## src/rtl/encoder_regs_defs.vh

```
`ifndef ENCODER_REGS_DEFS_VH
`define ENCODER_REGS_DEFS_VH

// ********
// Bus address and register offsets
// ********
`define SLAVE_ADDR 7'h36
`define ADDR_BURN_COUNT 8'h00
`define ADDR_ZERO_HI 8'h01
`define ADDR_ZERO_LO 8'h02
`define ADDR_CONFIG_HI 8'h07
`define ADDR_CONFIG_LO 8'h08
`define ADDR_QUAD_RES 8'h09
`define ADDR_PRESS_THR 8'h0A
`define ADDR_STATUS 8'h0B
`define ADDR_RAW_HI 8'h0C
`define ADDR_RAW_LO 8'h0D
`define ADDR_SCALED_HI 8'h0E
`define ADDR_SCALED_LO 8'h0F
`define ADDR_GAIN 8'h1A
`define ADDR_MAG_HI 8'h1B
`define ADDR_MAG_LO 8'h1C
`define ADDR_COMMIT 8'hFF

// ********
// Commands and field positions
// ********
`define CMD_COMMIT_ZERO 8'h80
`define CMD_COMMIT_CONFIG 8'h40
`define MAX_ZERO_COMMITS 2'h3
`define POWER_LSB 0
`define OUTPUT_HYSTERESIS_LSB 2
`define SLOW_LSB 8
`define FAST_LSB 10
`define AUTO_SLEEP_BIT 13
`define WRAP_OUTPUT_HYSTERESIS_LSBS 12'h00A
`define FULL_TURN_MAX 12'hFFF

// ********
// Timing
// ********
`define SPIKE_NS 50
`define CLK_NS 50

`endif

```

## src/rtl/angle_scaler.v

```verilog
`timescale 1ns/1ns
`include "encoder_regs_defs.vh"
// Zero-offset subtraction with a hold band at the wrap point
module angle_scaler (
    // Clock and reset
    input  wire        clk_i,
    input  wire        rst_i,
    // Angle in and scaled angle out
    input  wire [11:0] raw_i,
    input  wire [11:0] offset_i,
    output reg  [11:0] scaled_o
);
    wire [11:0] diff = raw_i - offset_i;

    always @(posedge clk_i or posedge rst_i) begin
        if (rst_i) begin
            scaled_o <= 12'h000;
        end else begin
            // Near the wrap, only jump across once past the band
            if (scaled_o > (`FULL_TURN_MAX - `WRAP_OUTPUT_HYSTERESIS_LSBS) && diff < `WRAP_OUTPUT_HYSTERESIS_LSBS) begin
                scaled_o <= scaled_o;
            end else if (scaled_o < `WRAP_OUTPUT_HYSTERESIS_LSBS && diff > (`FULL_TURN_MAX - `WRAP_OUTPUT_HYSTERESIS_LSBS)) begin
                scaled_o <= scaled_o;
            end else begin
                scaled_o <= diff;
            end
        end
    end
endmodule

```

## src/rtl/encoder_regs.v

```verilog
`timescale 1ns/1ns
`include "encoder_regs_defs.vh"

// What this block does
// Serial data and clock pins ignore spikes shorter than 50 ns.
// Answers only slave address 0x36; host uses it for all registers.
// Twelve-bit zero offset at 0x01 high nibble and 0x02 low byte.
// Host changes config by read, modify, write back.
// Config registers load from programmed memory at power-up; blanks read zero.
// Power select bits 1:0: normal or low power one to three.
// Output hysteresis bits 3:2: off or one to three LSBs.
// Slow filter bits 9:8 give 16x, 8x, 4x, 2x averaging.
// Any low-power mode forces the 16x slow filter.
// Fast filter threshold bits 12:10 map to fixed LSB thresholds.
// Bit 13 enables automatic entry into deepest low-power mode.
// Resolution code gives 8 doubling to 1024; others give 2048.
// Quadrature update rate follows resolution, 61 Hz up to 15.6 kHz.
// Host sets press threshold at 0x0A to half the gain swing.
// Raw angle read-only at 0x0C high and 0x0D low.
// Scaled angle read-only at 0x0E high and 0x0F low.
// Scaled angle holds a 10 LSB band at the wrap point.
// Status at 0x0B: present bit 5, weak bit 4, strong bit 3.
// Strong flag set when gain reaches its minimum.
// Weak flag set when gain reaches its maximum.
// Gain level at 0x1A, magnitude at 0x1B and 0x1C, read-only.
// Read-only burn count at 0x00 counts zero-offset commits.
// Writing 0x80 to 0xFF commits zero offset, three times, magnet present.
// Writing 0x40 to 0xFF commits configuration once only.
// Reads at angle or magnitude high byte do not advance the pointer.
// Unmapped reads return zero; pointer still advances and wraps.
module encoder_regs #(
    parameter GAIN_MIN = 8'h00,
    parameter GAIN_MAX = 8'hFF
) (
    // Clock and reset
    input  wire        clk_i,
    input  wire        rst_i,
    // I2C pins
    input  wire        scl_i,
    input  wire        sda_i,
    output reg         sda_o,
    output reg         sda_oe_o,
    // Programmed memory contents, valid at power-up
    input  wire [11:0] otp_zero_i,
    input  wire [13:0] otp_config_i,
    input  wire [3:0]  otp_quad_i,
    input  wire [7:0]  otp_press_i,
    input  wire [1:0]  otp_burn_count_i,
    input  wire        otp_config_done_i,
    // Measurement inputs
    input  wire [11:0] raw_angle_i,
    input  wire [7:0]  gain_level_i,
    input  wire [11:0] magnitude_i,
    input  wire        magnet_present_i,
    // Decoded settings
    output reg  [1:0]  power_select_o,
    output reg         reduced_power_state_o,
    output reg  [1:0]  output_hysteresis_o,
    output reg  [4:0]  slow_filter_avg_o,
    output reg  [4:0]  fast_filter_thresh_o,
    output reg         auto_sleep_enable_o,
    output reg  [11:0] quad_positions_o,
    output reg  [7:0]  press_threshold_o,
    output reg  [11:0] scaled_angle_o,
    // Programming strobes
    output reg         commit_zero_o,
    output reg         commit_config_o
);
    // ********
    // Pin filtering and bus events
    // ********
    wire       scl_f;
    wire       sda_f;
    wire [11:0] scaled_w;
    reg        scl_q;
    reg        sda_q;

    spike_filter #(.SPIKE_NS(`SPIKE_NS), .CLK_NS(`CLK_NS)) u_scl (
        .clk_i   (clk_i),
        .rst_i   (rst_i),
        .pin_i   (scl_i),
        .level_o (scl_f)
    );
    spike_filter #(.SPIKE_NS(`SPIKE_NS), .CLK_NS(`CLK_NS)) u_sda (
        .clk_i   (clk_i),
        .rst_i   (rst_i),
        .pin_i   (sda_i),
        .level_o (sda_f)
    );

    wire scl_rise = scl_f & ~scl_q;
    wire scl_fall = ~scl_f & scl_q;
    wire start_ev = scl_f & scl_q & sda_q & ~sda_f;
    wire stop_ev  = scl_f & scl_q & ~sda_q & sda_f;

    // ********
    // Register storage
    // ********
    reg [11:0] zero_offset_q;
    reg [13:0] config_word_q;
    reg [3:0]  quad_resolution_q;
    reg [7:0]  press_threshold_q;
    reg [1:0]  zero_burn_count_q;
    reg        config_burnt_q;
    reg        loaded_q;

    // ********
    // Bus slave state
    // ********
    localparam [2:0] ST_IDLE = 3'h0;
    localparam [2:0] ST_ADDR = 3'h1;
    localparam [2:0] ST_AACK = 3'h2;
    localparam [2:0] ST_WBYT = 3'h3;
    localparam [2:0] ST_WACK = 3'h4;
    localparam [2:0] ST_RBYT = 3'h5;
    localparam [2:0] ST_RACK = 3'h6;

    reg [2:0] state_q;
    reg [3:0] bit_q;
    reg [7:0] shift_q;
    reg [7:0] ptr_q;
    reg       ptr_loaded_q;
    reg       read_q;
    reg       ack_q;

    function is_valid;
        input [7:0] a;
        begin
            case (a)
                `ADDR_BURN_COUNT, `ADDR_ZERO_HI, `ADDR_ZERO_LO, `ADDR_CONFIG_HI, `ADDR_CONFIG_LO,
                `ADDR_QUAD_RES, `ADDR_PRESS_THR, `ADDR_STATUS, `ADDR_RAW_HI, `ADDR_RAW_LO,
                `ADDR_SCALED_HI, `ADDR_SCALED_LO, `ADDR_GAIN, `ADDR_MAG_HI, `ADDR_MAG_LO,
                `ADDR_COMMIT: is_valid = 1'b1;
                default: is_valid = 1'b0;
            endcase
        end
    endfunction

    // Read multiplexer; unmapped words read zero
    reg [7:0] rdata;
    always @* begin
        rdata = 8'h00;
        case (ptr_q)
            `ADDR_BURN_COUNT: rdata = {6'h00, zero_burn_count_q};
            `ADDR_ZERO_HI:    rdata = {4'h0, zero_offset_q[11:8]};
            `ADDR_ZERO_LO:    rdata = zero_offset_q[7:0];
            `ADDR_CONFIG_HI:  rdata = {2'h0, config_word_q[13:8]};
            `ADDR_CONFIG_LO:  rdata = config_word_q[7:0];
            `ADDR_QUAD_RES:   rdata = {4'h0, quad_resolution_q};
            `ADDR_PRESS_THR:  rdata = press_threshold_q;
            `ADDR_STATUS:     rdata = {2'h0, magnet_present_i, gain_level_i == GAIN_MAX,
                                       gain_level_i == GAIN_MIN, 3'h0};
            `ADDR_RAW_HI:     rdata = {4'h0, raw_angle_i[11:8]};
            `ADDR_RAW_LO:     rdata = raw_angle_i[7:0];
            `ADDR_SCALED_HI:  rdata = {4'h0, scaled_w[11:8]};
            `ADDR_SCALED_LO:  rdata = scaled_w[7:0];
            `ADDR_GAIN:       rdata = gain_level_i;
            `ADDR_MAG_HI:     rdata = {4'h0, magnitude_i[11:8]};
            `ADDR_MAG_LO:     rdata = magnitude_i[7:0];
            default:          rdata = 8'h00;
        endcase
    end

    // Pointer holds on the high byte of the live values
    wire ptr_hold = (ptr_q == `ADDR_RAW_HI) || (ptr_q == `ADDR_SCALED_HI) || (ptr_q == `ADDR_MAG_HI);

    always @(posedge clk_i or posedge rst_i) begin
        if (rst_i) begin
            scl_q         <= 1'b1;
            sda_q         <= 1'b1;
            state_q       <= ST_IDLE;
            bit_q         <= 4'h0;
            shift_q       <= 8'h00;
            ptr_q         <= 8'h00;
            ptr_loaded_q  <= 1'b0;
            read_q        <= 1'b0;
            ack_q         <= 1'b0;
            sda_o         <= 1'b0;
            sda_oe_o      <= 1'b0;
            zero_offset_q     <= 12'h000;
            config_word_q     <= 14'h0000;
            quad_resolution_q <= 4'h0;
            press_threshold_q <= 8'h00;
            zero_burn_count_q <= 2'h0;
            config_burnt_q    <= 1'b0;
            loaded_q          <= 1'b0;
            commit_zero_o     <= 1'b0;
            commit_config_o   <= 1'b0;
        end else begin
            scl_q           <= scl_f;
            sda_q           <= sda_f;
            commit_zero_o   <= 1'b0;
            commit_config_o <= 1'b0;
            // Memory image taken once after reset; blanks read zero
            if (!loaded_q) begin
                loaded_q          <= 1'b1;
                zero_offset_q     <= otp_zero_i;
                config_word_q     <= otp_config_i;
                quad_resolution_q <= otp_quad_i;
                press_threshold_q <= otp_press_i;
                zero_burn_count_q <= otp_burn_count_i;
                config_burnt_q    <= otp_config_done_i;
            end
            if (start_ev) begin
                state_q  <= ST_ADDR;
                bit_q    <= 4'h0;
                sda_oe_o <= 1'b0;
            end else if (stop_ev) begin
                state_q  <= ST_IDLE;
                sda_oe_o <= 1'b0;
            end else begin
                case (state_q)
                    ST_IDLE: begin
                        sda_oe_o <= 1'b0;
                    end
                    ST_ADDR, ST_WBYT: begin
                        if (scl_rise) begin
                            shift_q <= {shift_q[6:0], sda_f};
                            bit_q   <= bit_q + 4'h1;
                        end else if (scl_fall && bit_q == 4'h8) begin
                            bit_q <= 4'h0;
                            if (state_q == ST_ADDR) begin
                                // Only our own address is acknowledged
                                if (shift_q[7:1] == `SLAVE_ADDR) begin
                                    read_q       <= shift_q[0];
                                    ptr_loaded_q <= 1'b0;
                                    sda_o        <= 1'b0;
                                    sda_oe_o     <= 1'b1;
                                    state_q      <= ST_AACK;
                                end else begin
                                    state_q <= ST_IDLE;
                                end
                            end else begin
                                // Invalid words are refused and the pointer moves on
                                if (!ptr_loaded_q) begin
                                    ptr_q        <= shift_q;
                                    ptr_loaded_q <= 1'b1;
                                    ack_q        <= is_valid(shift_q);
                                    sda_oe_o     <= is_valid(shift_q);
                                end else begin
                                    sda_oe_o <= is_valid(ptr_q);
                                    ptr_q    <= ptr_q + 8'h01;
                                    case (ptr_q)
                                        `ADDR_ZERO_HI:   zero_offset_q[11:8]  <= shift_q[3:0];
                                        `ADDR_ZERO_LO:   zero_offset_q[7:0]   <= shift_q;
                                        `ADDR_CONFIG_HI: config_word_q[13:8]  <= shift_q[5:0];
                                        `ADDR_CONFIG_LO: config_word_q[7:0]   <= shift_q;
                                        `ADDR_QUAD_RES:  quad_resolution_q    <= shift_q[3:0];
                                        `ADDR_PRESS_THR: press_threshold_q    <= shift_q;
                                        `ADDR_COMMIT: begin
                                            // Zero commit: magnet present and fewer than three done
                                            if (shift_q == `CMD_COMMIT_ZERO && magnet_present_i &&
                                                zero_burn_count_q != `MAX_ZERO_COMMITS) begin
                                                zero_burn_count_q <= zero_burn_count_q + 2'h1;
                                                commit_zero_o     <= 1'b1;
                                            end
                                            // Config commit allowed once
                                            if (shift_q == `CMD_COMMIT_CONFIG && !config_burnt_q) begin
                                                config_burnt_q  <= 1'b1;
                                                commit_config_o <= 1'b1;
                                            end
                                        end
                                        default: ;
                                    endcase
                                end
                                sda_o   <= 1'b0;
                                state_q <= ST_WACK;
                            end
                        end
                    end
                    ST_AACK, ST_WACK: begin
                        if (scl_fall) begin
                            if (read_q && state_q == ST_AACK) begin
                                shift_q  <= rdata;
                                sda_o    <= rdata[7];
                                sda_oe_o <= ~rdata[7];
                                bit_q    <= 4'h1;
                                state_q  <= ST_RBYT;
                            end else begin
                                sda_oe_o <= 1'b0;
                                state_q  <= ST_WBYT;
                            end
                        end
                    end
                    ST_RBYT: begin
                        // Open drain: drive only the low bits
                        if (scl_fall) begin
                            if (bit_q == 4'h8) begin
                                sda_oe_o <= 1'b0;
                                state_q  <= ST_RACK;
                                if (!ptr_hold) begin
                                    ptr_q <= ptr_q + 8'h01;
                                end
                            end else begin
                                sda_oe_o <= ~shift_q[7 - bit_q[2:0]];
                                bit_q    <= bit_q + 4'h1;
                            end
                        end
                    end
                    ST_RACK: begin
                        if (scl_rise) begin
                            ack_q <= ~sda_f;
                        end else if (scl_fall) begin
                            if (ack_q) begin
                                shift_q  <= rdata;
                                sda_oe_o <= ~rdata[7];
                                bit_q    <= 4'h1;
                                state_q  <= ST_RBYT;
                            end else begin
                                state_q <= ST_IDLE;
                            end
                        end
                    end
                    default: state_q <= ST_IDLE;
                endcase
            end
        end
    end

    // ********
    // Setting decode
    // ********
    angle_scaler u_scale (
        .clk_i    (clk_i),
        .rst_i    (rst_i),
        .raw_i    (raw_angle_i),
        .offset_i (zero_offset_q),
        .scaled_o (scaled_w)
    );

    wire [1:0] pm = config_word_q[`POWER_LSB+1:`POWER_LSB];
    wire [1:0] sf = config_word_q[`SLOW_LSB+1:`SLOW_LSB];

    always @(posedge clk_i or posedge rst_i) begin
        if (rst_i) begin
            power_select_o        <= 2'h0;
            reduced_power_state_o <= 1'b0;
            output_hysteresis_o   <= 2'h0;
            slow_filter_avg_o     <= 5'h10;
            fast_filter_thresh_o  <= 5'h00;
            auto_sleep_enable_o   <= 1'b0;
            quad_positions_o      <= 12'h008;
            press_threshold_o     <= 8'h00;
            scaled_angle_o        <= 12'h000;
        end else begin
            power_select_o        <= pm;
            reduced_power_state_o <= (pm != 2'h0);
            output_hysteresis_o   <= config_word_q[`OUTPUT_HYSTERESIS_LSB+1:`OUTPUT_HYSTERESIS_LSB];
            // Low power forces the longest average
            if (pm != 2'h0) begin
                slow_filter_avg_o <= 5'h10;
            end else begin
                slow_filter_avg_o <= 5'h10 >> sf;
            end
            case (config_word_q[`FAST_LSB+2:`FAST_LSB])
                3'h1:    fast_filter_thresh_o <= 5'h06;
                3'h2:    fast_filter_thresh_o <= 5'h07;
                3'h3:    fast_filter_thresh_o <= 5'h09;
                3'h4:    fast_filter_thresh_o <= 5'h12;
                3'h5:    fast_filter_thresh_o <= 5'h15;
                3'h6:    fast_filter_thresh_o <= 5'h18;
                3'h7:    fast_filter_thresh_o <= 5'h0A;
                default: fast_filter_thresh_o <= 5'h00;
            endcase
            auto_sleep_enable_o <= config_word_q[`AUTO_SLEEP_BIT];
            // Update rate doubles with positions, so one code drives both
            if (quad_resolution_q[3]) begin
                quad_positions_o <= 12'h800;
            end else begin
                quad_positions_o <= 12'h008 << quad_resolution_q[2:0];
            end
            press_threshold_o <= press_threshold_q;
            scaled_angle_o    <= scaled_w;
        end
    end
endmodule

```

## src/rtl/spike_filter.v

```verilog
`timescale 1ns/1ns
// Two-flop synchroniser followed by a stability filter
module spike_filter #(
    parameter SPIKE_NS = 50,
    parameter CLK_NS   = 50
) (
    // Clock and reset
    input  wire clk_i,
    input  wire rst_i,
    // Pin and filtered level
    input  wire pin_i,
    output reg  level_o
);
    // Least time rounds up; at least one cycle of stability
    localparam integer CNT = (SPIKE_NS + CLK_NS - 1) / CLK_NS;
    localparam integer TOP = (CNT < 1) ? 1 : CNT;
    reg       meta_q;
    reg       sync_q;
    reg [3:0] stable_q;

    always @(posedge clk_i or posedge rst_i) begin
        if (rst_i) begin
            meta_q   <= 1'b1;
            sync_q   <= 1'b1;
            stable_q <= 4'h0;
            level_o  <= 1'b1;
        end else begin
            meta_q <= pin_i;
            sync_q <= meta_q;
            // A new level must hold longer than a spike before it counts
            if (sync_q == level_o) begin
                stable_q <= 4'h0;
            end else if (stable_q >= TOP[3:0]) begin
                level_o  <= sync_q;
                stable_q <= 4'h0;
            end else begin
                stable_q <= stable_q + 4'h1;
            end
        end
    end
endmodule

```

## config.mk

```make
export PLATFORM = sky130hd
export DESIGN_NAME = encoder_regs
export DESIGN_NICKNAME = d
export VERILOG_FILES = /design/src/rtl/angle_scaler.v /design/src/rtl/encoder_regs.v /design/src/rtl/spike_filter.v
export VERILOG_INCLUDE_DIRS = /design/src /design/src/rtl
export SDC_FILE = /design/constraint.sdc
export NUM_CORES = 1
export LEC_CHECK = 0
export ABC_AREA = 1
export BUFFER_PORTS_ARGS = -buffer_cell sky130_fd_sc_hd__buf_2
export CAP_MARGIN = 10
export CORE_MARGIN = 2
export CORE_UTILIZATION = 60
export DETAILED_ROUTE_END_ITERATION = 10
export PLACE_DENSITY = 0.83
export SLEW_MARGIN = 10
export SYNTH_ARGS = -nofsm -noshare
export SYNTH_HDL_FRONTEND = slang
export SYNTH_HIERARCHICAL = 1
export SYNTH_SLANG_ARGS = --single-unit
```

## constraint.sdc

```tcl
create_clock -name clk_i -period 5.5 [get_ports clk_i]
set_input_delay 0.825 -clock clk_i [delete_from_list [all_inputs] [get_ports clk_i]]
set_output_delay 0.825 -clock clk_i [all_outputs]
set_load 0.05 [all_outputs]
```

Word level (Yosys, flattened, before mapping)
Index checks and enable logic that the tools add are counted.

storage, ports and cells
  output and inout bits = 52
  word-level logic and storage cells = 355
  register bits = 148

cells by class
  add/sub/neg operators = 7
  bitwise logic cells = 20
  equal/unequal tests = 86
  reduce and logical (&&, ||, !) cells = 37
  magnitude comparators = 7
  shift operators = 2
  muxes and demuxes = 158

operators by type and width
  operator                                             count
  two-way mux 8 bit                                    24
  == test 8 x 4 -> 1 bit, second input constant        16
  case mux 8 bit (15 select lines)                     1
  two-way mux 14 bit                                   8
  two-way mux 12 bit                                   9
  two-way mux 4 bit                                    25
  two-way mux 1 bit                                    57
  == test 8 x 5 -> 1 bit, second input constant        6
  two-way mux 3 bit                                    12
  != test 4 bit, second input constant                 9
  case mux 5 bit (7 select lines)                      1
  == test 8 bit, second input constant                 4
  < comparator 32 x 4 -> 1 bit, second input constant  1
  != test 2 bit, second input constant                 16
  OR reduction 16 bit                                  2
  != test 3 bit, second input constant                 9
  AND reduction 9 bit                                  3
  > comparator 12 bit, second input constant           2
  zero test 8 bit                                      3
  < comparator 12 x 4 -> 1 bit, second input constant  2
  case mux 8 bit (3 select lines)                      1
  AND reduction 8 bit                                  3
  two-way mux 2 bit                                    11
  == test 3 bit, second input constant                 7
  other kinds (42)                                     85

Depth between registers and ports, before layout
Gate-level depths: netlist of run 1.

  depth after elaboration = 12
  mapped depth = 17
  mapped depth without buffers = 17

Modules after synthesis
Netlist of run 1, hierarchy kept.

by module, submodules not included
  module        times used  cells an instance  area each (µm²)  seq. area each (µm²)
  encoder_regs  1           896                6954.2           2957.8
  angle_scaler  1           252                1546.5           300.3
  spike_filter  2           35                 324.1            178.9

Least setup slack after synthesis of run 1
OpenSTA, ideal clock, no wires.

  path type = input-to-reg
  start point = input port raw_angle_i[0]
  end point = register u_scale.scaled_o[1]
  path slack = 2943 ps
  data arrival time = 2441 ps
  stages on the path = 15
  required time = 5383 ps
  cell sequence = inv_1 ha_1 fa_1 inv_1 nand2_1 nand2_1 nand3_1 nand2_1 nand2_1 nor2_2 nand3_1 nor2_2 nand3_4 nand3_1 nand2_1

on the way
  longest elaborated chain between the ends = 5
  elaborated cells on any way between the ends = 8

ends and longest elaborated chain
  item                                                                                  line               text
  start: declaration                                                                    encoder_regs.v:51  input wire [11:0] raw_angle_i,
  subtractor 12 bit (*)                                                                 angle_scaler.v:13  wire [11:0] diff = raw_i - offset_i;
  < comparator 12 x 4 -> 1 bit (no line) / > comparator 12 bit (equally long branches)  n/a
  logical AND 1 bit, on equally long branches                                           n/a
  NOT 1 bit (no line)                                                                   n/a
  AND reduction 2 bit (no line)                                                         n/a
  end signal: assignment                                                                angle_scaler.v:21  scaled_o <= scaled_o;
  end signal: assignment                                                                angle_scaler.v:23  scaled_o <= scaled_o;
  end signal: assignment                                                                angle_scaler.v:25  scaled_o <= diff;
  end: declaration                                                                      angle_scaler.v:11  output reg [11:0] scaled_o

Every way passes the cells marked *; elsewhere a longest branch is shown, timed or not.
A chain may end at the register's enable or synchronous reset.

Final worst setup path of run 1
  start point = input port raw_angle_i[0]
  end point = register u_scale.scaled_o[5]

The elaborated chain is that of the path after synthesis.

==> results by group, run 1 <==
GRT
  – Pin count of the biggest net entering global routing: 65
  – First-pass GRT wire length: 40.5 mm
  – Gr ovfl total: 0
  – GR Layer Usage met1: 0.427
  – Most Crowded Layer GR: met2
  – Gr usage total: 0.323
  – GR met2 Demand/Resource: 0.517
  – Vias in the first global route: 8,096
  – GRT met3 Usage: 0.0611
  – Initial antenna violation count: 0

Synthesis
  – Synth Warn #: 6
  – Main combinational cell family by area after synthesis: simple AND/OR/NAND/NOR gates
  – Post-synth EDFFs: 0
  – Synthesized area: 9150 µm²
  – Post-synthesis compound-gate area fraction: 0.0781
  – Ys flop type: dfrtp_1
  – Synth cell types: 47
  – Post-synth ARST share: 1.00
  – Mux contribution to synthesized area: 0.0451
  – Seq/Total Area, Yosys: 0.395
  – Synth Area in Adders: 0.0350
  – Number of synthesized register bits: 144
  – Syn Area/Cell: 7.51 µm²
  – Syn Inst Count: 1,218
  – Synth Area in Simple Gates: 0.355
  – Synth Area in XOR/XNOR: 0.00766

Floorplanning
  – Starting Density: 0.609
  – CORE AREA: 15,000 µm²
  – Die Width: 127 µm
  – Cell row count: 45
  – Die Y-Extent: 127 µm
  – DIE AREA: 16,300 µm²
  – I/O Pins: 130

Routing
  – DR pass1 iterations: 9
  – Post-Route WL: 25.4 mm
  – DR WL/cell: 16.6 µm
  – Initial DRC Count: 765
  – DRC: 0
  – Via count: 8,556
  – Vias/cell: 5.57
  – Routed Antenna Nets: 0

Power and ir drop
  – Leakage power: 5.40 nW
  – PwrDens: 376 nW/µm²
  – Sw Pwr: 0.00167 W
  – Logic pwr share: 0.336
  – Sw frac: 0.426
  – Internal power: 0.00225 W
  – Maximum VDD drop: 0.000262 V
  – Seq pwr share: 0.381
  – Post-layout power: 0.00391 W
  – Proportion of power drawn by the clock network: 0.283

Timing
  – Final Cycle Share: 0.445
  – Final Hold Fails: 0
  – Final Max Slew Viols: 0
  – Max-slew headroom: 0.218
  – Min cycle time layout: 2450 ps
  – Slew @ Worst Pin: 1170 ps
  – Maximum clock rate: 408 MHz
  – Final setup violation count: 0
  – Clock Skews: 7.51 ps
  – Setup TNS: 0 ps
  – Unrepaired setup endpoints after global routing: no

Layout
  – Ratio of cells with drive above 1 in the final layout: 0.211
  – Area of the multi-input gates: 4790 µm²
  – Final instance area: 10,400 µm²
  – # fillers: 1,266
  – Nets: 1,439
  – Synthesis-to-layout area growth: 13.8%
  – Sequential cell area: 3620 µm²
  – Ant diodes: 0

CTS
  – Setup Buffers After CTS: 0
  – Reg clk slew, reported paths: 60 ps
  – Skew-Pair Late Insertion Delay: 430 ps
  – Hold buffer count at CTS: 0
  – # H-tree levels: 4
  – CTS Buffer Depth: 2
  – CTS resizes: 0
  – CTS tree: yes
  – Root Driver: clkbuf_16
  – TritonCTS buffer count: 17
  – Sink Count: 144

Setup path
  – Crit Path Category: primary input to flop
  – FF-to-FF path depth: 12
  – Worst r2r dst: u_scale/scaled_o[5]$_DFFE_PP0P_
  – Reg2reg start: zero_offset_q[0]$_DFF_PP0_
  – Crit path required time: 5810 ps
  – WP data arrival: 2760 ps
  – Crit path max fanout: 6
  – Reg-to-reg slack, setup: 3100 ps
  – Nature of the critical path endpoint: flop
  – Worst Setup Start Kind: primary input

Hold path
  – Hold Path Class: primary input to async pin

Placement
  – Port bufs: 125
  – GPL Wtd Cong: 1.02
  – Cell Area, Placed: 9840 µm²
  – DP Wirelength: 19.2 mm

Flow run
  – Max Cap Viol: 0

Status
  – Outcome: finished, final reports clean
## state kept, by name, summed over array words and instances (netlist names), 2 cells and up
name                  count
quad_positions_o          9
state_q                   3
fast_filter_thresh_o      5
output_hysteresis_o       2
scaled_angle_o           12
slow_filter_avg_o         4
shift_q                   8
bit_q                     4
ptr_q                     8
power_select_o            2
zero_burn_count_q         2
press_threshold_o         8
u_scale/scaled_o         12
u_sda/stable_q            4
quad_resolution_q         4
zero_offset_q            12
u_scl/stable_q            4
press_threshold_q         8
config_word_q            14
## kinds of logic (layout without fill, tap and decap cells)
kind of cell | Yosys count | after routing
buf+inv | 179 | 307
xor+xnor | 8 | 8
fa+ha+maj | 25 | 25
flops | 144 | 144
compound gates | 124 | 124
other cells | 4 | 7
simple gates | 694 | 694
mux | 40 | 40
## cell type report
class / instances / area share
timing repair buffer: 126 / 0.0608
multi-input combinational: 898 / 0.460
inverter: 149 / 0.0540
clock buffer: 19 / 0.0435
clock inverter: 13 / 0.0112
tap: 188 / 0.0226
sequential: 144 / 0.348
## power groups by stage
stage          registers, W  clock network (W)  logic, W
5_1_grt             0.00152            0.00116   0.00146
6_report            0.00149            0.00111   0.00132
3_3_place_gp        0.00150                  0   0.00127
2_1_floorplan       0.00154                  0  0.000932
3_5_place_dp        0.00150                  0   0.00129
4_1_cts             0.00148            0.00111   0.00131
## synthesized netlist by cell type (6+ instances only)
library cell	count	area, µm²
inv_2	17	63.8
nor3_1	18	90.1
inv_1	131	492
dfstp_2	10	263
o21ai_1	11	55.1
buf_2	13	65.1
a21oi_1	63	315
ha_1	24	300
xor2_1	7	61.3
dfrtp_1	134	3350
nor2_2	15	93.8
mux2_2	10	113
nand2_1	317	1190
clkbuf_1	6	22.5
nand4_1	19	119
nand3_1	101	505
nand2_2	16	100
buf_4	7	52.6
nand3_2	7	70.1
nor2_1	160	601
o21ai_0	28	140
mux2i_1	30	300
nor2_4	20	225
a21oi_2	6	52.6
## per-layer routing
| metal | vias to the layer above | part of all wire |
|---|---|---|
| met5 | - | 0 |
| met3 | 70 | 0.081 |
| li1 | 4138 | - |
| met2 | 421 | 0.46 |
| met4 | 0 | 0.038 |
| met1 | 3927 | 0.42 |
## worst max path at each step
stage / slack (ps) / cells after the start / start / end
finish: 3050 / 14 / raw_angle_i[0] / u_scale/scaled_o[5]$_DFFE_PP0P_
global route: 2830 / 14 / raw_angle_i[0] / u_scale/scaled_o[6]$_DFFE_PP0P_
CTS: 3070 / 16 / raw_angle_i[0] / u_scale/scaled_o[2]$_DFFE_PP0P_
detailed placement: 2630 / 16 / raw_angle_i[0] / u_scale/scaled_o[2]$_DFFE_PP0P_
global placement: 2660 / 14 / raw_angle_i[0] / u_scale/scaled_o[8]$_DFFE_PP0P_
floorplan: 1550 / 1 / rst_i / ack_q$_DFFE_PP0P_
## critical path: stages
cell	delay, ps
buf_2	80
inv_1	40
ha_1	220
fa_1	400
inv_1	120
nand2_1	60
nand2_1	130
nand3_1	100
nand3_1	100
nand2_2	110
nor3_1	150
nand4_1	180
nor2_4	190
a21oi_1	60
## metrics by stage
step                std cells   util  worst slack [ps]  hold slack, ps
floorplan                1221      -              1550             345
global placement         1505  0.654              2660             346
detailed placement       1505  0.654              2630             348
CTS                      1537  0.692              3070             358
global route             1537  0.692              2830             362
finish                   1537  0.692              3050             356
## cell usage in the layout, fill, tap and decap left out, types with 16 or more instances in the layout
| cell type | synthesis | layout |
|---|---|---|
| a21oi_1 | 63 | 63 |
| buf_2 | 13 | 125 |
| clkbuf_16 | 0 | 17 |
| dfrtp_1 | 134 | 133 |
| ha_1 | 24 | 24 |
| inv_1 | 131 | 130 |
| inv_2 | 17 | 17 |
| mux2i_1 | 30 | 30 |
| nand2_1 | 317 | 317 |
| nand2_2 | 16 | 16 |
| nand3_1 | 101 | 101 |
| nand4_1 | 19 | 19 |
| nor2_1 | 160 | 160 |
| nor2_4 | 20 | 20 |
| nor3_1 | 18 | 18 |
| o21ai_0 | 28 | 28 |
No activity file was read; power rests on OpenSTA's default activity.
==> inputs of run 2 (changes only) <==
--- a/config.mk
+++ b/config.mk
@@ -6,13 +6,13 @@
 export SDC_FILE = /design/constraint.sdc
 export NUM_CORES = 1
 export LEC_CHECK = 0
-export ABC_AREA = 1
+export ABC_AREA = 0
 export BUFFER_PORTS_ARGS = -buffer_cell sky130_fd_sc_hd__buf_2
 export CAP_MARGIN = 10
 export CORE_MARGIN = 2
-export CORE_UTILIZATION = 60
+export CORE_UTILIZATION = 58
 export DETAILED_ROUTE_END_ITERATION = 10
-export PLACE_DENSITY = 0.83
+export PLACE_DENSITY = 0.81
 export SLEW_MARGIN = 10
 export SYNTH_ARGS = -nofsm -noshare
 export SYNTH_HDL_FRONTEND = slang
==> constraint.sdc (replaced) <==
create_clock -name clk_i -period 2.3 [get_ports clk_i]
set_input_delay 0.345 -clock clk_i [delete_from_list [all_inputs] [get_ports clk_i]]
set_output_delay 0.345 -clock clk_i [all_outputs]
set_load 0.05 [all_outputs]
==> run 2 against run 1 <==
Critical path type is now flop to flop. Die area decreased by 4.9%. Critical endpoint is now u_scale/scaled_o[1]$_DFFE_PP0P_. Combinational power rose by 120%. Setup slack got worse by 3700 ps. The run now ends with setup timing left.
==> results by group, run 2 <==
Status
  – Outcome: finished, violations left
  – Failing checks: setup timing

Timing
  – Max-slew headroom: 0.589
  – Final Cycle Share: 1.28
  – Slew @ Worst Pin: 617 ps
  – Setup ws final: -652 ps
  – Final Max Slew Viols: 0
  – Final setup violation count: 12
  – Final Hold Fails: 0
  – Clock Skews: 10.7 ps
  – Maximum clock rate: 339 MHz
  – Unrepaired setup endpoints after global routing: yes
  – Min cycle time layout: 2950 ps

Synthesis
  – Synth top area share: 0.399
  – Number of synthesized register bits: 144
  – Seq/Total Area, Yosys: 0.431
  – Syn Inst Count: 886
  – Main area contributors after synthesis: dfrtp_1, mux2i_1, a21oi_1
  – Post-synth top area cell: dfrtp_1
  – Syn Area/Cell: 9.48 µm²
  – Most numerous cell in the Yosys netlist: dfrtp_1
  – Post-synth ARST share: 1.00
  – Post-synth EDFFs: 0
  – Synth Warn #: 6
  – Synth cell types: 90
  – Synthesized area: 8400 µm²
  – Top post-synthesis cells by count: dfrtp_1, nor2_1, a21oi_1
  – Ys flop type: dfrtp_1

GRT
  – Pin count of the biggest net entering global routing: 95
  – Gr ovfl total: 0
  – First-pass GRT wire length: 42.3 mm
  – Gr usage total: 0.347
  – Initial antenna violation count: 0
  – Vias in the first global route: 7,796

CTS
  – CTS tree: yes
  – Skew-Pair Late Insertion Delay: 430 ps
  – # H-tree levels: 4
  – Sink Count: 144
  – Root Driver: clkbuf_16
  – Reg clk slew, reported paths: 70 ps
  – CTS Buffer Depth: 2
  – TritonCTS buffer count: 17

Floorplanning
  – Cell row count: 43
  – Die Width: 124 µm
  – Starting Density: 0.600
  – DIE AREA: 15,500 µm²
  – I/O Pins: 130
  – CORE AREA: 14,000 µm²
  – Die Y-Extent: 124 µm

Layout
  – Final instance area: 10,800 µm²
  – Ratio of cells with drive above 1 in the final layout: 0.342
  – # fillers: 963
  – Synthesis-to-layout area growth: 28.6%
  – Ant diodes: 0
  – Fin util: 0.772
  – Commonest cells after routing, fill and taps aside: buf_4, dfrtp_1, buf_2
  – Largest register FFs: 14
  – Commonest non-fill, non-tap cell in the layout: buf_4
  – Nets: 1,216
  – Register name with the most flops: config_word_q
  – Non-Filler Instances: 1,306

Setup path
  – Crit Path Category: flop to flop
  – Crit path max fanout: 3
  – Worst Setup Start Kind: flop
  – Nature of the critical path endpoint: flop
  – WP data arrival: 3290 ps
  – Crit path required time: 2640 ps

Placement
  – DP Wirelength: 19.2 mm
  – Dpl ws: -737 ps
  – Cell Area, Placed: 10,000 µm²
  – Port bufs: 125
  – GPL Wtd Cong: 1.04
  – Placed Cells: 1,267

Routing
  – DRC: 0
  – Routed Antenna Nets: 0
  – DR WL/cell: 20.6 µm
  – Initial DRC Count: 1,099
  – Post-Route WL: 27.0 mm
  – DR pass1 iterations: 7
  – Via count: 8,297
  – Vias/cell: 6.35

Power and ir drop
  – PwrDens: 835 nW/µm²
  – Leakage power: 4.96 nW
  – Post-layout power: 0.00901 W
  – Maximum VDD drop: 0.000559 V

Hold path
  – Hold Path Class: primary input to flop

Flow run
  – Max Cap Viol: 0
==> run 2: cell count changes in the layout (fill, tap and decap cells not counted), sizes merged, moves of 10 or more <==
| cell | before | now |
|---|---|---|
| nor2 | 196 | 85 |
| nand2 | 338 | 59 |
| nand2b | 0 | 11 |
| o211ai | 0 | 13 |
| inv | 155 | 46 |
| nand3 | 113 | 24 |
| buf | 126 | 263 |
| nor2b | 0 | 11 |
| nor4 | 0 | 10 |
| xnor2 | 1 | 11 |
| a22oi | 0 | 19 |
| o21ai | 43 | 62 |
| mux2i | 30 | 48 |
| a22o | 0 | 13 |
==> run 2: layout make-up <==
type	count	area [µm²]	area share
clock inverter	14	145	0.0134
timing repair buffer	265	1720	0.159
inverter	40	154	0.0143
tap	180	225	0.0209
multi-input combinational	645	4500	0.416
sequential	144	3620	0.335
clock buffer	18	439	0.0407
==> run 2: repair_timing <==
| action | CTS | global route |
|---|---|---|
| buffers inserted | 2 | 5 |
| gates cloned | 0 | 0 |
| hold buffers | 1 | 1 |
| endpoints found under the hold margin | 20 | 1 |
| pin swaps | 5 | 11 |
| endpoints found under the setup margin | 12 | 27 |
| resized for setup | 22 | 23 |
==> run 2: final timing paths <==
path	start	end	slack, ps	cells after the start
min	sda_i	u_sda/meta_q$_DFF_PP1_	20	1
max in group asynchronous	rst_i	loaded_q$_DFF_PP0_	1180	4
max reg2reg	zero_offset_q[0]$_DFF_PP0_	u_scale/scaled_o[1]$_DFFE_PP0P_	-650	11
min in group asynchronous	rst_i	u_scl/stable_q[0]$_DFF_PP0_	450	3
min reg2reg	u_sda/meta_q$_DFF_PP1_	u_sda/sync_q$_DFF_PP1_	360	0
max	zero_offset_q[0]$_DFF_PP0_	u_scale/scaled_o[1]$_DFFE_PP0P_	-650	11
==> run 2: worst max-delay path, stage by stage, from the launching register on <==
cell       delay (ps)
dfrtp_1           410
ha_4              190
fa_2              380
nor2b_4           150
o2111ai_2         140
nand2_2           140
o221ai_4          120
xnor2_2           160
or4_4             530
mux2_4            290
buf_4             160
mux2i_1           210
==> run 2: power breakdown <==
part | leakage (nW) | switching, W | internal (W) | total [W]
clock | 0.284 | 0.00119 | 0.00155 | 0.00274
combinational | 2.95 | 0.00176 | 0.00117 | 0.00293
sequential | 1.72 | 0.000417 | 0.00293 | 0.00334
total | 4.96 | 0.00337 | 0.00565 | 0.00901
==> run 2: cells by family (layout without fill, tap and decap cells) <==
| kind of cell | count (synthesis) | in the layout | synth area share |
|---|---|---|---|
| mux | 64 | 64 | 0.0845 |
| other cells | 4 | 7 | 0.00179 |
| flops | 144 | 144 | 0.431 |
| xor+xnor | 13 | 13 | 0.0136 |
| compound gates | 251 | 251 | 0.200 |
| simple gates | 285 | 285 | 0.177 |
| buf+inv | 100 | 337 | 0.0547 |
| fa+ha+maj | 25 | 25 | 0.0382 |
==> run 2: per-layer routing <==
| metal | track usage | up-vias | part of all wire |
|---|---|---|---|
| met5 | 0 | - | 0 |
| met4 | 0.151 | 0 | 0.047 |
| met3 | 0.0730 | 126 | 0.11 |
| met2 | 0.526 | 582 | 0.45 |
| met1 | 0.484 | 3926 | 0.40 |
| li1 | - | 3663 | - |
==> run 2: per-stage QoR <==
stage / hold WS (ps) / TNS (ps)
2_1_floorplan: 146 / -1490
3_3_place_gp: 345 / -4950
3_5_place_dp: 349 / -6400
4_1_cts: 1.19 / -4390
5_1_grt: 5.54 / -6960
6_report: 15.6 / -5550
==> inputs of run 3 (changes only) <==
--- a/config.mk
+++ b/config.mk
@@ -13,6 +13,7 @@
 export CORE_UTILIZATION = 58
 export DETAILED_ROUTE_END_ITERATION = 10
 export PLACE_DENSITY = 0.81
+export RECOVER_POWER = 25
 export SLEW_MARGIN = 10
 export SYNTH_ARGS = -nofsm -noshare
 export SYNTH_HDL_FRONTEND = slang
==> run 3 against run 2 <==
The run still ends with setup timing left. Maximum frequency fell by 0.38%. Clock power about the same. Combinational power down 2%. Critical path type unchanged. Largest cell class unchanged. Largest power group unchanged. Highest routed layer unchanged.
==> results by group, run 3 (synthesis gave the netlist of run 2 again) <==
Power and ir drop
  – PwrDens: 834 nW/µm²
  – Post-layout power: 0.00896 W
  – Sw frac: 0.376
  – Maximum VDD drop: 0.000547 V
  – Seq pwr share: 0.373
  – Sw Pwr: 0.00337 W
  – Logic pwr share: 0.321
  – Internal power: 0.00559 W
  – Proportion of power drawn by the clock network: 0.306
  – Leakage power: 4.91 nW

Floorplanning
  – Starting Density: 0.600
  – I/O Pins: 130
  – Cell row count: 43
  – Die Y-Extent: 124 µm
  – CORE AREA: 14,000 µm²
  – DIE AREA: 15,500 µm²
  – Die Width: 124 µm

CTS
  – Sink Count: 144
  – TritonCTS buffer count: 17
  – Root Driver: clkbuf_16
  – Reg clk slew, reported paths: 70 ps
  – CTS tree: yes
  – # H-tree levels: 4
  – Skew-Pair Late Insertion Delay: 430 ps
  – CTS Buffer Depth: 2

Timing
  – Clock Skews: 10.8 ps
  – Slew @ Worst Pin: 1370 ps
  – Final Max Slew Viols: 0
  – Maximum clock rate: 337 MHz
  – Final Cycle Share: 1.29
  – Setup ws final: -664 ps
  – Unrepaired setup endpoints after global routing: yes
  – Max-slew headroom: 0.0843
  – Min cycle time layout: 2960 ps
  – Setup TNS: -5620 ps
  – Final setup violation count: 12
  – Hold Slack: 14.0 ps
  – Final Hold Fails: 0

GRT
  – Vias in the first global route: 7,796
  – Gr ovfl total: 0
  – Initial antenna violation count: 0
  – First-pass GRT wire length: 42.3 mm
  – Pin count of the biggest net entering global routing: 95
  – Gr usage total: 0.347

Setup path
  – Slowest stage delay, CP: 530 ps
  – Crit path max fanout: 3
  – WP data arrival: 3300 ps
  – CP cell instances: ha_4, fa_2, nor2b_4, o2111ai_2, nand2_2, o221ai_4, xnor2_2, or4_4, mux2_4, buf_4, mux2i_1
  – Nature of the critical path endpoint: flop
  – Crit-path slowest cell: or4_4
  – Crit Path Category: flop to flop
  – Crit path required time: 2640 ps
  – Worst Setup Start Kind: flop

Layout
  – Register name with the most flops: config_word_q
  – Commonest non-fill, non-tap cell in the layout: dfrtp_1
  – Ratio of cells with drive above 1 in the final layout: 0.329
  – Ant diodes: 0
  – Commonest cells after routing, fill and taps aside: dfrtp_1, buf_2, buf_4
  – Synthesis-to-layout area growth: 28.0%
  – Largest register FFs: 14
  – Nets: 1,216

Placement
  – DP Wirelength: 19.2 mm
  – Port bufs: 125
  – GPL Wtd Cong: 1.04

Routing
  – Via count: 8,345
  – Post-Route WL: 27.1 mm
  – DRC: 0
  – Routed Antenna Nets: 0
  – Vias/cell: 6.39
  – DR pass1 iterations: 6
  – DR WL/cell: 20.7 µm
  – Initial DRC Count: 1,074

Status
  – Failing checks: setup timing
  – Outcome: finished, violations left

Hold path
  – Hold Path Class: primary input to flop

Flow run
  – Max Cap Viol: 0
[run 3: metrics by stage]
| step | worst slack [ps] | cell area [µm²] | cells | util |
|---|---|---|---|---|
| after global routing | -739 | 10700 | 1306 | 0.768 |
| final | -664 | 10700 | 1306 | 0.768 |
| after detailed placement | -737 | 10000 | 1267 | 0.715 |
| after CTS | -598 | 10700 | 1302 | 0.764 |
| after global placement | -624 | 10000 | 1267 | 0.715 |
| after floorplan | -503 | 8430 | 889 | - |
[run 3: what timing repair did]
| action | in CTS | in global routing |
|---|---|---|
| setup buffers | 2 | 5 |
| setup endpoints to repair | 12 | 27 |
| pin swaps | 5 | 11 |
| hold buffers | 1 | 1 |
| endpoints found under the hold margin | 20 | 1 |
| gates resized for setup | 22 | 23 |
[run 3: metal layers]
metal  vias up  global-route usage  part of all wire
met3       117              0.0730              0.11
met1      3984               0.484              0.40
li1       3658                   -                 -
met5         -                   0                 0
met2       586               0.526              0.44
met4         0               0.151             0.047
[run 3: power groups by stage]
stage               sequential [W]  clock, W  combinational (W)
floorplan                  0.00359         0            0.00137
global placement           0.00332         0            0.00268
detailed placement         0.00335         0            0.00273
CTS                        0.00332   0.00275            0.00283
global route               0.00338   0.00289            0.00306
finish                     0.00334   0.00275            0.00287
[run 3: path summary, 6_finish.rpt]
| check | from | endpoint | slack [ps] | cells after the start |
|---|---|---|---|---|
| max in group asynchronous | rst_i | state_q[1]$_DFFE_PP0P_ | 280 | 4 |
| hold / removal | sda_i | u_sda/meta_q$_DFF_PP1_ | 10 | 1 |
| setup reg to reg | zero_offset_q[0]$_DFF_PP0_ | u_scale/scaled_o[1]$_DFFE_PP0P_ | -660 | 11 |
| hold reg to reg | u_sda/meta_q$_DFF_PP1_ | u_sda/sync_q$_DFF_PP1_ | 350 | 0 |
| setup / recovery | zero_offset_q[0]$_DFF_PP0_ | u_scale/scaled_o[1]$_DFFE_PP0P_ | -660 | 11 |
| min in group asynchronous | rst_i | u_scl/stable_q[0]$_DFF_PP0_ | 490 | 3 |
[run 3: cell type report]
| cell class | count | area (µm²) |
|---|---|---|
| Timing Repair Buffer | 265 | 1670 |
| Inverter | 40 | 151 |
| Sequential cell | 144 | 3620 |
| Multi-Input combinational cell | 645 | 4500 |
| Clock buffer | 18 | 439 |
| Clock inverter | 14 | 145 |
| Tap cell | 180 | 225 |
| Fill cell | 985 | 3240 |
[run 3: critical path: cells and delay by family, from the launching register on]
kind,cells,cell delay [ps]
compound gates,2,250
simple gates,3,830
flops,1,410
fa+ha+maj,2,570
buf+inv,1,160
xor+xnor,1,160
mux,2,500
